## src/core/dprn_pkg.sv

```systemverilog
package dprn_pkg;
  // register byte addresses
  localparam logic [7:0] RANGE_CFG_ADDR = 8'h74;
  localparam logic [7:0] NOISE_WIN_ADDR = 8'h80;
  localparam logic [7:0] IRQ_STS_ADDR = 8'h84;
  localparam logic [7:0] IRQ_CLR_ADDR = 8'h88;
  localparam logic [7:0] IRQ_EN_ADDR = 8'h8C;
  // reset values
  localparam logic [7:0] RANGE_CFG_RST = 8'h85;
  localparam logic [7:0] NOISE_WIN_RST = 8'h06;
  localparam logic [1:0] IRQ_EN_RST = 2'h0;
  // field positions
  localparam int COARSE_LOSS_BIT = 7;
  localparam int WIDE_RANGE_BIT = 6;
  localparam int MULTI_CYCLE_BIT = 5;
  localparam int EDGE_WIN_BIT = 7;
  localparam int IRQ_LOSS_BIT = 0;
  localparam int IRQ_REJECT_BIT = 1;
  // range code saturates at this value
  localparam logic [3:0] RANGE_CODE_MAX = 4'hC;
  localparam logic [13:0] SPAN_ONE_UI = 14'h0001;
  // edge window: percent of the period around the expected edge
  localparam int EDGE_WIN_PCT = 5;
  localparam logic [4:0] EDGE_WIN_RATIO = 5'(100 / EDGE_WIN_PCT);

  typedef struct packed {
    logic coarse_loss_en;
    logic wide_range_en;
    logic multi_cycle_response_enable;
    logic unused4;
    logic [3:0] range_code;
  } dprn_range_cfg_t;

  typedef struct packed {
    logic edge_window_enable;
    logic [6:0] spare;
  } dprn_noise_cfg_t;
endpackage : dprn_pkg

```

## src/core/dprn_top.sv

```systemverilog
`timescale 1ns/1ns
// Summary of operation
// RULE1 - the range code picks a tracked span of +/-(2^(n+1)-1) UI, saturating at 8191 UI for codes 12 to 15.
// RULE2 - one range code sets both the coarse phase-loss span and the coarse phase detector span.
// RULE3 - the wide-range enable and the coarse-limit phase-loss enable both use the programmed code.
// RULE4 - the primary_dpll range register is read/write and resets to 0x85.
// RULE5 - with the edge window on, low-frequency input edges outside 5% of the expected time are dropped.
// RULE6 - with the edge window off every edge is used; the window register resets to 0x06.
// RULE7 - the wide-range enable turns the wide-range phase detector on or off.
// RULE8 - phase loss is flagged when the tracked error exceeds the span and the loss enable is set.
module dprn_top (
  input wire logic REF_CLK_I,
  input wire logic RESET_I,
  input wire logic [7:0] AVS_ADDRESS_I,
  input wire logic AVS_READ_I,
  input wire logic AVS_WRITE_I,
  input wire logic [31:0] AVS_WRITEDATA_I,
  output logic [31:0] AVS_READDATA_O,
  output logic AVS_WAITREQUEST_O,
  input wire logic PHASE_VALID_I,
  input wire logic signed [15:0] PHASE_ERR_I,
  input wire logic EDGE_I,
  input wire logic LOW_FREQ_I,
  input wire logic signed [15:0] EDGE_OFFSET_I,
  input wire logic [15:0] PERIOD_CYC_I,
  output logic [13:0] SPAN_UI_O,
  output logic signed [15:0] COARSE_PHASE_O,
  output logic signed [15:0] DPLL_PHASE_O,
  output logic WIDE_RANGE_O,
  output logic PHASE_LOSS_O,
  output logic EDGE_USE_O,
  output logic IRQ_O
);
  dprn_pkg::dprn_range_cfg_t range_q;
  dprn_pkg::dprn_noise_cfg_t noise_q;
  logic [1:0] irq_sts_q;
  logic [1:0] irq_en_q;
  logic ack_q;
  logic [31:0] rdata_q;
  logic wr_now;
  logic [13:0] span;
  logic [15:0] err_mag;
  logic [15:0] off_mag;
  logic loss_now;
  logic in_window;
  logic edge_accept;
  logic edge_reject;
  logic loss_rise;
  logic [1:0] irq_set;
  logic [1:0] irq_clr;

  function automatic logic signed [15:0] clamp_err(input logic signed [15:0] e,
                                                   input logic [15:0] mag,
                                                   input logic [13:0] lim);
    logic signed [15:0] l;
    l = $signed({2'h0, lim});
    if (mag > {2'h0, lim}) begin
      clamp_err = e[15] ? -l : l;
    end else begin
      clamp_err = e;
    end
  endfunction : clamp_err

  // bus: one wait cycle, answer on the second edge of a request
  assign AVS_WAITREQUEST_O = (AVS_READ_I | AVS_WRITE_I) & ~ack_q;
  assign wr_now = AVS_WRITE_I & ack_q;

  always_ff @(posedge REF_CLK_I) begin
    if (RESET_I) begin
      ack_q <= 1'b0;
    end else begin
      ack_q <= (AVS_READ_I | AVS_WRITE_I) & ~ack_q;
    end
  end

  // read data captured in the wait cycle so it stands at the answering edge
  always_ff @(posedge REF_CLK_I) begin
    if (RESET_I) begin
      rdata_q <= 32'h0;
    end else if (AVS_READ_I & ~ack_q) begin
      case (AVS_ADDRESS_I)
        dprn_pkg::RANGE_CFG_ADDR: rdata_q <= {24'h0, range_q}; // RULE4
        dprn_pkg::NOISE_WIN_ADDR: rdata_q <= {24'h0, noise_q};
        dprn_pkg::IRQ_STS_ADDR: rdata_q <= {30'h0, irq_sts_q};
        dprn_pkg::IRQ_EN_ADDR: rdata_q <= {30'h0, irq_en_q};
        default: rdata_q <= 32'h0;
      endcase
    end
  end
  assign AVS_READDATA_O = rdata_q;

  always_ff @(posedge REF_CLK_I) begin
    if (RESET_I) begin
      range_q <= dprn_pkg::RANGE_CFG_RST; // RULE4
    end else if (wr_now && AVS_ADDRESS_I == dprn_pkg::RANGE_CFG_ADDR) begin
      range_q <= AVS_WRITEDATA_I[7:0]; // RULE4
    end
  end

  always_ff @(posedge REF_CLK_I) begin
    if (RESET_I) begin
      noise_q <= dprn_pkg::NOISE_WIN_RST; // RULE6
    end else if (wr_now && AVS_ADDRESS_I == dprn_pkg::NOISE_WIN_ADDR) begin
      noise_q <= AVS_WRITEDATA_I[7:0];
    end
  end

  always_ff @(posedge REF_CLK_I) begin
    if (RESET_I) begin
      irq_en_q <= dprn_pkg::IRQ_EN_RST;
    end else if (wr_now && AVS_ADDRESS_I == dprn_pkg::IRQ_EN_ADDR) begin
      irq_en_q <= AVS_WRITEDATA_I[1:0];
    end
  end

  // span from the code, saturated at the top code
  always_comb begin
    if (range_q.range_code >= dprn_pkg::RANGE_CODE_MAX) begin
      span = 14'((15'h1 << (dprn_pkg::RANGE_CODE_MAX + 4'h1)) - 15'h1); // RULE1
    end else begin
      span = 14'((15'h1 << (range_q.range_code + 4'h1)) - 15'h1); // RULE1
    end
  end

  assign err_mag = PHASE_ERR_I[15] ? 16'(-PHASE_ERR_I) : PHASE_ERR_I;
  // same span feeds loss detection and the coarse measurement
  assign loss_now = PHASE_VALID_I & range_q.coarse_loss_en & (err_mag > {2'h0, span}); // RULE2 RULE3 RULE8

  always_ff @(posedge REF_CLK_I) begin
    if (RESET_I) begin
      PHASE_LOSS_O <= 1'b0;
    end else if (!range_q.coarse_loss_en) begin
      PHASE_LOSS_O <= 1'b0; // RULE8
    end else if (PHASE_VALID_I) begin
      PHASE_LOSS_O <= loss_now; // RULE8
    end
  end
  assign loss_rise = loss_now & ~PHASE_LOSS_O;

  // without wide range the detector can only see one cycle of error
  always_ff @(posedge REF_CLK_I) begin
    if (RESET_I) begin
      COARSE_PHASE_O <= 16'sh0;
      DPLL_PHASE_O <= 16'sh0;
      SPAN_UI_O <= dprn_pkg::SPAN_ONE_UI;
      WIDE_RANGE_O <= 1'b0;
    end else begin
      WIDE_RANGE_O <= range_q.wide_range_en; // RULE7
      SPAN_UI_O <= span; // RULE2
      if (PHASE_VALID_I) begin
        COARSE_PHASE_O <= clamp_err(PHASE_ERR_I, err_mag,
            range_q.wide_range_en ? span : dprn_pkg::SPAN_ONE_UI); // RULE3 RULE7
        DPLL_PHASE_O <= clamp_err(PHASE_ERR_I, err_mag,
            (range_q.wide_range_en & range_q.multi_cycle_response_enable)
            ? span : dprn_pkg::SPAN_ONE_UI);
      end
    end
  end

  // window test |offset| * 20 <= period, i.e. within 5% of the period
  assign off_mag = EDGE_OFFSET_I[15] ? 16'(-EDGE_OFFSET_I) : EDGE_OFFSET_I;
  assign in_window = (21'(off_mag) * 21'(dprn_pkg::EDGE_WIN_RATIO)) <= 21'(PERIOD_CYC_I); // RULE5
  assign edge_accept = EDGE_I & (~noise_q.edge_window_enable | ~LOW_FREQ_I | in_window); // RULE5 RULE6
  assign edge_reject = EDGE_I & ~edge_accept; // RULE5

  always_ff @(posedge REF_CLK_I) begin
    if (RESET_I) begin
      EDGE_USE_O <= 1'b0;
    end else begin
      EDGE_USE_O <= edge_accept; // RULE5 RULE6
    end
  end

  // sticky events; a set in the clearing cycle survives
  always_comb begin
    irq_set = 2'h0;
    irq_set[dprn_pkg::IRQ_LOSS_BIT] = loss_rise;
    irq_set[dprn_pkg::IRQ_REJECT_BIT] = edge_reject;
    irq_clr = (wr_now && AVS_ADDRESS_I == dprn_pkg::IRQ_CLR_ADDR) ? AVS_WRITEDATA_I[1:0] : 2'h0;
  end

  always_ff @(posedge REF_CLK_I) begin
    if (RESET_I) begin
      irq_sts_q <= 2'h0;
    end else begin
      irq_sts_q <= (irq_sts_q & ~irq_clr) | irq_set;
    end
  end
  assign IRQ_O = |(irq_sts_q & irq_en_q);
endmodule : dprn_top

```

## config.mk

```make
export PLATFORM = sky130hd
export DESIGN_NAME = dprn_top
export DESIGN_NICKNAME = d
export VERILOG_FILES = /design/src/core/dprn_pkg.sv /design/src/core/dprn_top.sv
export SDC_FILE = /design/constraint.sdc
export NUM_CORES = 1
export LEC_CHECK = 0
export BUFFER_PORTS_ARGS = -buffer_cell sky130_fd_sc_hd__clkbuf_2
export CAP_MARGIN = 0
export CORE_UTILIZATION = 35
export DETAILED_ROUTE_END_ITERATION = 6
export PLACE_DENSITY = 0.56
export REMOVE_ABC_BUFFERS = 1
export SYNTH_ARGS = -nofsm -noshare
export SYNTH_HDL_FRONTEND = slang
export SYNTH_SLANG_ARGS = --single-unit
export TNS_END_PERCENT = 5
```

## constraint.sdc

```tcl
create_clock -name REF_CLK_I -period 9.8 [get_ports REF_CLK_I]
set_input_delay 0.49 -clock REF_CLK_I [delete_from_list [all_inputs] [get_ports REF_CLK_I]]
set_output_delay 0.49 -clock REF_CLK_I [all_outputs]
set_load 0.005 [all_outputs]
```

==> summary.md, run 1 <==
| Metric | Value |
|---|---|
| Compound-Gate Fraction of Synth Area | `0.219` |
| Reg2Reg Launch Point | `range_q[3]` |
| VDD IR max | `0.0687 mV` |
| Largest family of logic cells by synthesized area | `compound AO/OA/AOI/OAI gates` |
| Die area | `20,600 sq um` |
| Worst Slack Setup Final | `4.44 ns` |
| CTS buffer count | `9` |
| CP Data Arrival Time | `5.57 ns` |
| Buffer depth of the longest clock path | `2` |
| Final hold violations | `0` |
| Wl on met1 | `9.27 mm` |
| Setup WS pre-CTS | `4.51 ns` |
| Setup-failing EPs final | `0` |
| Synth area leaders | `dfxtp_1 22%, ha_1 17%, xnor2_1 5.5%, nand2_1 5.1%, o21ai_0 5.0%` |
| Post-Route WL | `19.9 mm` |
| XOR/XNOR share of the synthesized area | `0.0688` |
| Post-synth EDFFs | `0` |
| Pin count of the biggest net entering global routing | `51` |
| Vias in the first global route | `6,319` |
| Post-synth top area share | `0.223` |
| Period minus WS final | `5.36 ns` |
| FP Rows | `51` |
| WL met2 | `9.28 mm` |
| Synth warn | `0` |
| H-tree Lvls | `3` |
| Power density over the cells | `126 nW/um^2` |
| Post-Synthesis Cells | `901` |
| Yosys reg bits | `78` |
| Min-delay worst type | `in2reg` |
| DR WL met3 | `1.05 mm` |
| Setup TNS Final | `0 ns` |
| Post-CTS Resized | `0` |
| Mux contribution to synthesized area | `0.0372` |
| Largest area contributor in the netlist | `dfxtp_1` |
| Worst-Skew Late Latency | `0.34 ns` |
| Initial antenna violation count | `0` |
| CP startpoint kind | `flop` |
| Seq/Total Area, Yosys | `0.223` |
| Pleak | `3.47 nW` |
| Global-route wire length before repair | `31.8 mm` |
| Routability cong. | `0.875` |
| Layout cells sized above 1 | `0.167` |
| Initial Util | `0.358` |
| Worst setup EP type | `flop` |
| Syn_area_per_cell | `7.77 sq um` |
| IO Pins | `178` |
| Crit Path Class | `reg2reg` |
| Worst-path clk slew | `0.06 ns` |
| Status | `finished, final reports clean` |
| Top Layer Used | `met4` |
| Adder-cell share of the synthesized area | `0.173` |
| Dpl hpwl | `15.6 mm` |
| Most common flop cell mapped by yosys | `dfxtp_1` |
| Synth unique cells | `70` |
| Setup crit start | `range_q[3]` |
| Residual DRC count | `0` |
| CTS Root Cell | `clkbuf_16` |
| Layout Nets | `1,198` |
| Wirelength per Cell | `15.6 um` |
| Post-Synth Simple-Gate Area | `0.207` |
| Fmax | `186 MHz` |
| Min-Delay Endpoint | `noise_q[4]` |
| RSZ-0062 raised after global routing | `false` |
| Area Growth Syn to Fin | `14.9%` |
| Detailed-route via count | `6,716` |
| Die Ht | `143 um` |
| R2R depth | `17` |
| Critical Path RT | `10.01 ns` |
| Count of pins over their slew limit | `0` |
| Gr usage total | `0.196` |
| RR Endpoint | `DPLL_PHASE_O[14]` |
| Max_cap viols | `0` |
| Commonest non-fill, non-tap cell in the layout | `clkbuf_2` |
| # hold bufs at CTS | `0` |
| CP max FO | `19` |
| Post-CTS Repair Setup Buffers | `0` |
| Most frequent cells in the layout | `129 x clkbuf_2, 95 x nand2_1, 95 x ha_1, 81 x nor2_1, 78 x dfxtp_1` |
| Ratio of final minimum period to clock period | `0.547` |
| Actual slew at the worst max-slew pin | `1.15 ns` |
| Share of async-settable or async-resettable flops after synthesis | `0` |
| ANT nets after route | `0` |
| Netlist Area Pre-Place | `7000 sq um` |
| # diodes | `0` |
| # port buffers | `129` |
| DRT iter0 DRCs | `266` |
| Core region area | `19,500 sq um` |
| Worst hold stages | `3` |
| FF-to-FF setup slack | `4.44 ns` |
| Worst hold start | `AVS_WRITEDATA_I[4]` |
| CTS tree | `done` |
| Clk_skew | `0.00928 ns` |
| Clk sinks | `78` |
| Die Width | `143 um` |
| Pre-antenna DRT Iters | `5` |
| Grt ovf | `0` |
| Slew margin rel. | `0.229` |
| Via-to-Cell Ratio | `5.26` |
[cell usage after synthesis (all sizes together) (12+ instances only)]
library cell   n
nor2          81
nor2b         17
nand4         15
xnor2         44
a21o          12
mux2i         26
buf           30
nand3         22
clkbuf        33
o21ai         71
ha            95
nand2         95
a211oi        13
nor3          12
dfxtp         78
o31ai         12
inv           43
a21oi         48
[logic make-up (layout without fill, tap and decap cells)]
logic type	Yosys count	count (layout)
other cells	1	24
flops	78	78
buf+inv	108	195
fa+ha+maj	96	96
xor+xnor	55	55
mux	26	26
simple gates	300	300
compound gates	237	237
[report_power, final]
| group | switching [mW] | internal (mW) | total [mW] |
|---|---|---|---|
| registers | 0.00821 | 0.333 | 0.341 |
| clock network | 0.136 | 0.169 | 0.305 |
| logic | 0.208 | 0.157 | 0.365 |
[cell type report]
cell class	count	area (sq um)
fill	2095	11500
timing repair buffer	135	691
multi-input combinational	738	5020
tap	265	332
clock buffer	9	225
inverter	45	169
sequential	78	1560
clock inverter	6	40.0
[registers in the layout, summed over array words and instances, names as in the netlist]
| register | count |
|---|---|
| COARSE_PHASE_O | 16 |
| PHASE_LOSS_O | 1 |
| range_q | 8 |
| SPAN_UI_O | 14 |
| irq_sts_q | 2 |
| ack_q | 1 |
| irq_en_q | 2 |
| noise_q | 8 |
| DPLL_PHASE_O | 16 |
| EDGE_USE_O | 1 |
| AVS_READDATA_O | 8 |
| WIDE_RANGE_O | 1 |
[metrics by stage]
step	instances	utilization	instance area [sq um]	hold WS [ns]	power (mW)
floorplan	861	-	6750	0.430	0.598
global placement	1261	0.398	7770	0.435	0.709
detailed placement	1261	0.398	7770	0.444	0.713
CTS	1276	0.412	8040	0.379	1.02
global route	1276	0.412	8040	0.400	1.09
finish	1276	0.412	8040	0.386	1.01
[worst max-delay path, cell delays in order (launching register included)]
cell      delay (ns)
dfxtp_1         0.73
inv_1           0.31
ha_1            0.36
or4_1           0.43
o32ai_1         0.13
a21oi_1         0.18
o21ai_0         0.56
nor2_1          0.11
inv_1           0.08
ha_1            0.13
and4_1          0.23
nand3_1         0.10
a211o_1         0.24
a31oi_1         0.56
nor2_1          0.36
buf_4           0.28
a311oi_1        0.29
o32ai_1         0.14
[per-layer routing]
metal	GRT usage	up-vias
met4	0.0521	0
met5	0	-
met3	0.0377	22
met1	0.251	3084
li1	-	3420
met2	0.335	190
[worst max-delay path by stage]
stage / to / cells after the start / slack [ns]
after floorplan: irq_sts_q[1] / 19 / 5.24
after global placement: DPLL_PHASE_O[14] / 17 / 4.56
after detailed placement: DPLL_PHASE_O[14] / 17 / 4.51
after CTS: DPLL_PHASE_O[14] / 17 / 4.49
after global routing: DPLL_PHASE_O[14] / 17 / 4.08
final: DPLL_PHASE_O[14] / 17 / 4.44
(Power assumes the default switching activity.)
==> inputs of run 2 (changes only) <==
Settings changed: ABC_AREA from default to 1, PLACE_DENSITY 0.56 to 0.57.
Clock period 9.8 ns to 4.9 ns, I/O delays scaled along.
==> summary.md, run 2 <==
| Metric | Value |
|---|---|
| Seq pwr share | `0.309` |
| Worst path max stage delay | `0.47 ns` |
| Biggest regs | `COARSE_PHASE_O: 16 flops, DPLL_PHASE_O: 16 flops, SPAN_UI_O: 14 flops` |
| # diodes | `0` |
| Worst Slack Setup Final | `1.18 ns` |
| Post-Route WL | `21.2 mm` |
| Syn_area_per_cell | `6.43 sq um` |
| Commonest non-fill, non-tap cell in the layout | `nand2_1` |
| Share of async-settable or async-resettable flops after synthesis | `0` |
| Logic pwr share | `0.347` |
| Dpl hpwl | `16.8 mm` |
| Die area | `22,000 sq um` |
| Routability cong. | `0.873` |
| CTS Root Cell | `clkbuf_16` |
| FP Rows | `53` |
| Initial Util | `0.356` |
| Pin count of the biggest net entering global routing | `59` |
| Status | `finished, final reports clean` |
| Slowest cell on crit path | `dfxtp_1` |
| Max_cap viols | `0` |
| Final hold violations | `0` |
| Fmax | `268 MHz` |
| Top Family by Delay on Critical Path | `simple AND/OR/NAND/NOR gates` |
| CTS buffer count | `9` |
| IO Pins | `178` |
| Initial antenna violation count | `0` |
| Power density over the cells | `252 nW/um^2` |
| Die Width | `148 um` |
| Wl on met1 | `10.1 mm` |
| Post-CTS Resized | `0` |
| Gr usage total | `0.201` |
| Post-synth EDFFs | `0` |
| Period minus WS final | `3.72 ns` |
| Post-Synth Simple-Gate Area | `0.340` |
| # hold bufs at CTS | `0` |
| Clk sinks | `78` |
| Setup TNS Final | `0 ns` |
| Min-delay worst type | `in2reg` |
| Vias in the first global route | `7,196` |
| Wirelength per Cell | `13.6 um` |
| ANT nets after route | `0` |
| Largest area contributor in the netlist | `dfxtp_1` |
| Layout cells sized above 1 | `0.147` |
| Synth unique cells | `44` |
| Actual slew at the worst max-slew pin | `0.708 ns` |
| Largest family of logic cells by synthesized area | `simple AND/OR/NAND/NOR gates` |
| RSZ-0062 raised after global routing | `false` |
| Pre-antenna DRT Iters | `7` |
| Pleak | `4.52 nW` |
| Count of pins over their slew limit | `0` |
| Area Growth Syn to Fin | `15.0%` |
| Worst-path clk slew | `0.06 ns` |
| DRT iter0 DRCs | `370` |
| Clk_skew | `0.00501 ns` |
| Internal power | `1.41 mW` |
| Worst-Skew Late Latency | `0.35 ns` |
| Post-synth top area share | `0.209` |
| Setup WS pre-CTS | `0.988 ns` |
| Seq/Total Area, Yosys | `0.209` |
| Worst setup EP type | `flop` |
| Most used cell, CP | `nand2_1` |
| Global-route wire length before repair | `35.3 mm` |
| Post-CTS Repair Setup Buffers | `0` |
| Die Ht | `148 um` |
| Synth area leaders | `dfxtp_1 21%, ha_1 16%, nand2_1 14%, nand3_1 9.0%, inv_1 7.4%` |
| Most common flop cell mapped by yosys | `dfxtp_1` |
| CTS tree | `done` |
| Leading cell types by count after synthesis | `277 x nand2_1, 148 x inv_1, 135 x nand3_1` |
| Sw Pwr | `759 uW` |
| Mux contribution to synthesized area | `0` |
| Post-Place Cells | `1,541` |
| Adder-cell share of the synthesized area | `0.162` |
| CP Data Arrival Time | `3.93 ns` |
| Setup-failing EPs final | `0` |
| Ratio of final minimum period to clock period | `0.760` |
| Sw frac | `0.350` |
| Worst path bufs/invs | `2` |
| Core region area | `21,000 sq um` |
| Top Layer Used | `met4` |
| Detailed-route via count | `7,619` |
| # port buffers | `129` |
| Synth warn | `0` |
| Residual DRC count | `0` |
| Final Non-Filler Cells | `1,557` |
| Clock power frac | `0.344` |
| H-tree Lvls | `3` |
| Netlist Area Pre-Place | `7480 sq um` |
| CP startpoint kind | `flop` |
| CP max FO | `18` |
| Most frequent cells in the layout | `277 x nand2_1, 148 x inv_1, 135 x nand3_1, 129 x clkbuf_2, 101 x a21oi_1` |
| Most common cell in the synthesized netlist | `nand2_1` |
| Critical Path, Cell by Cell | `inv_2 > nor2_8 > nand2_2 > ha_1 > inv_1 > a21oi_1 > nand2_1 > nand2_1 > nand3_1 > nand2_1 > ha_1 > nand2_1 > nor2_1 > nand2_1 > nand2_1 > nand2_1 > nand2_1 > nand2_1 > nand2_1 > nand2_1 > nand2_2 > nand3_1 > nand3_1 > a21oi_1` |
| Slew margin rel. | `0.521` |
| Via-to-Cell Ratio | `4.89` |
| DR WL met3 | `927 um` |
| Crit Path Class | `reg2reg` |
| Grt ovf | `0` |
| XOR/XNOR share of the synthesized area | `0.0480` |
| Yosys reg bits | `78` |
| Layout Nets | `1,468` |
| Buffer depth of the longest clock path | `2` |
| Post-Synthesis Cells | `1,163` |
| Total power | `2.17 mW` |
| WL met2 | `9.88 mm` |
| VDD IR max | `0.132 mV` |
| Critical Path RT | `5.11 ns` |
| Compound-Gate Fraction of Synth Area | `0.119` |
## run 2: cell types whose count changed after synthesis, moves of 26 or more
cell	previous run	this run
a21oi_1	48	101
inv_1	43	148
mux2i_1	26	0
nand2_1	95	277
nand3_1	22	135
xnor2_1	44	9
## run 2: layout make-up
| type | count | area, sq um |
|---|---|---|
| clock inverter | 5 | 82.6 |
| timing repair buffer | 136 | 698 |
| inverter | 154 | 578 |
| sequential | 78 | 1560 |
| multi-input combinational | 898 | 5090 |
| fill | 2325 | 12400 |
| tap | 275 | 344 |
| clock buffer | 11 | 243 |
## run 2: logic make-up (layout without fill, tap and decap cells)
group / after synthesis / after routing
simple gates: 568 / 568
buf+inv: 210 / 306
xor+xnor: 41 / 41
other cells: 1 / 24
compound gates: 169 / 169
fa+ha+maj: 96 / 96
flops: 78 / 78
## run 2: through the flow
step / util / hold slack, ns / instance area [sq um]
floorplan: - / 0.312 / 7230
global placement: 0.394 / 0.430 / 8270
detailed placement: 0.394 / 0.432 / 8270
CTS: 0.409 / 0.109 / 8600
global route: 0.409 / 0.147 / 8600
finish: 0.409 / 0.123 / 8600
## run 2: worst paths after layout
check             startpoint                end  slack [ns]  cells past startpoint
setup / recovery  range_q[2]  COARSE_PHASE_O[8]        1.18                     24
hold / removal        EDGE_I         EDGE_USE_O        0.12                      3
setup reg to reg  range_q[2]  COARSE_PHASE_O[8]        1.18                     24
hold reg to reg   range_q[7]       PHASE_LOSS_O        0.44                      2
## run 2: routing by layer
metal  GRT usage  vias up
met5           0        -
met4      0.0552        0
met2       0.344      181
met3      0.0316       16
li1            -     3995
met1       0.260     3427
## run 2: power groups by stage
stage | Clock (mW) | Combinational, mW | Sequential, mW
floorplan | 0 | 0.520 | 0.687
global placement | 0 | 0.745 | 0.684
detailed placement | 0 | 0.753 | 0.685
CTS | 0.767 | 0.758 | 0.671
global route | 0.791 | 0.878 | 0.673
finish | 0.745 | 0.754 | 0.670
## run 2: tightest hold or removal path: stages
cell      delay (ns)
clkbuf_2        0.09
nand2_1         0.06
a21oi_1         0.04
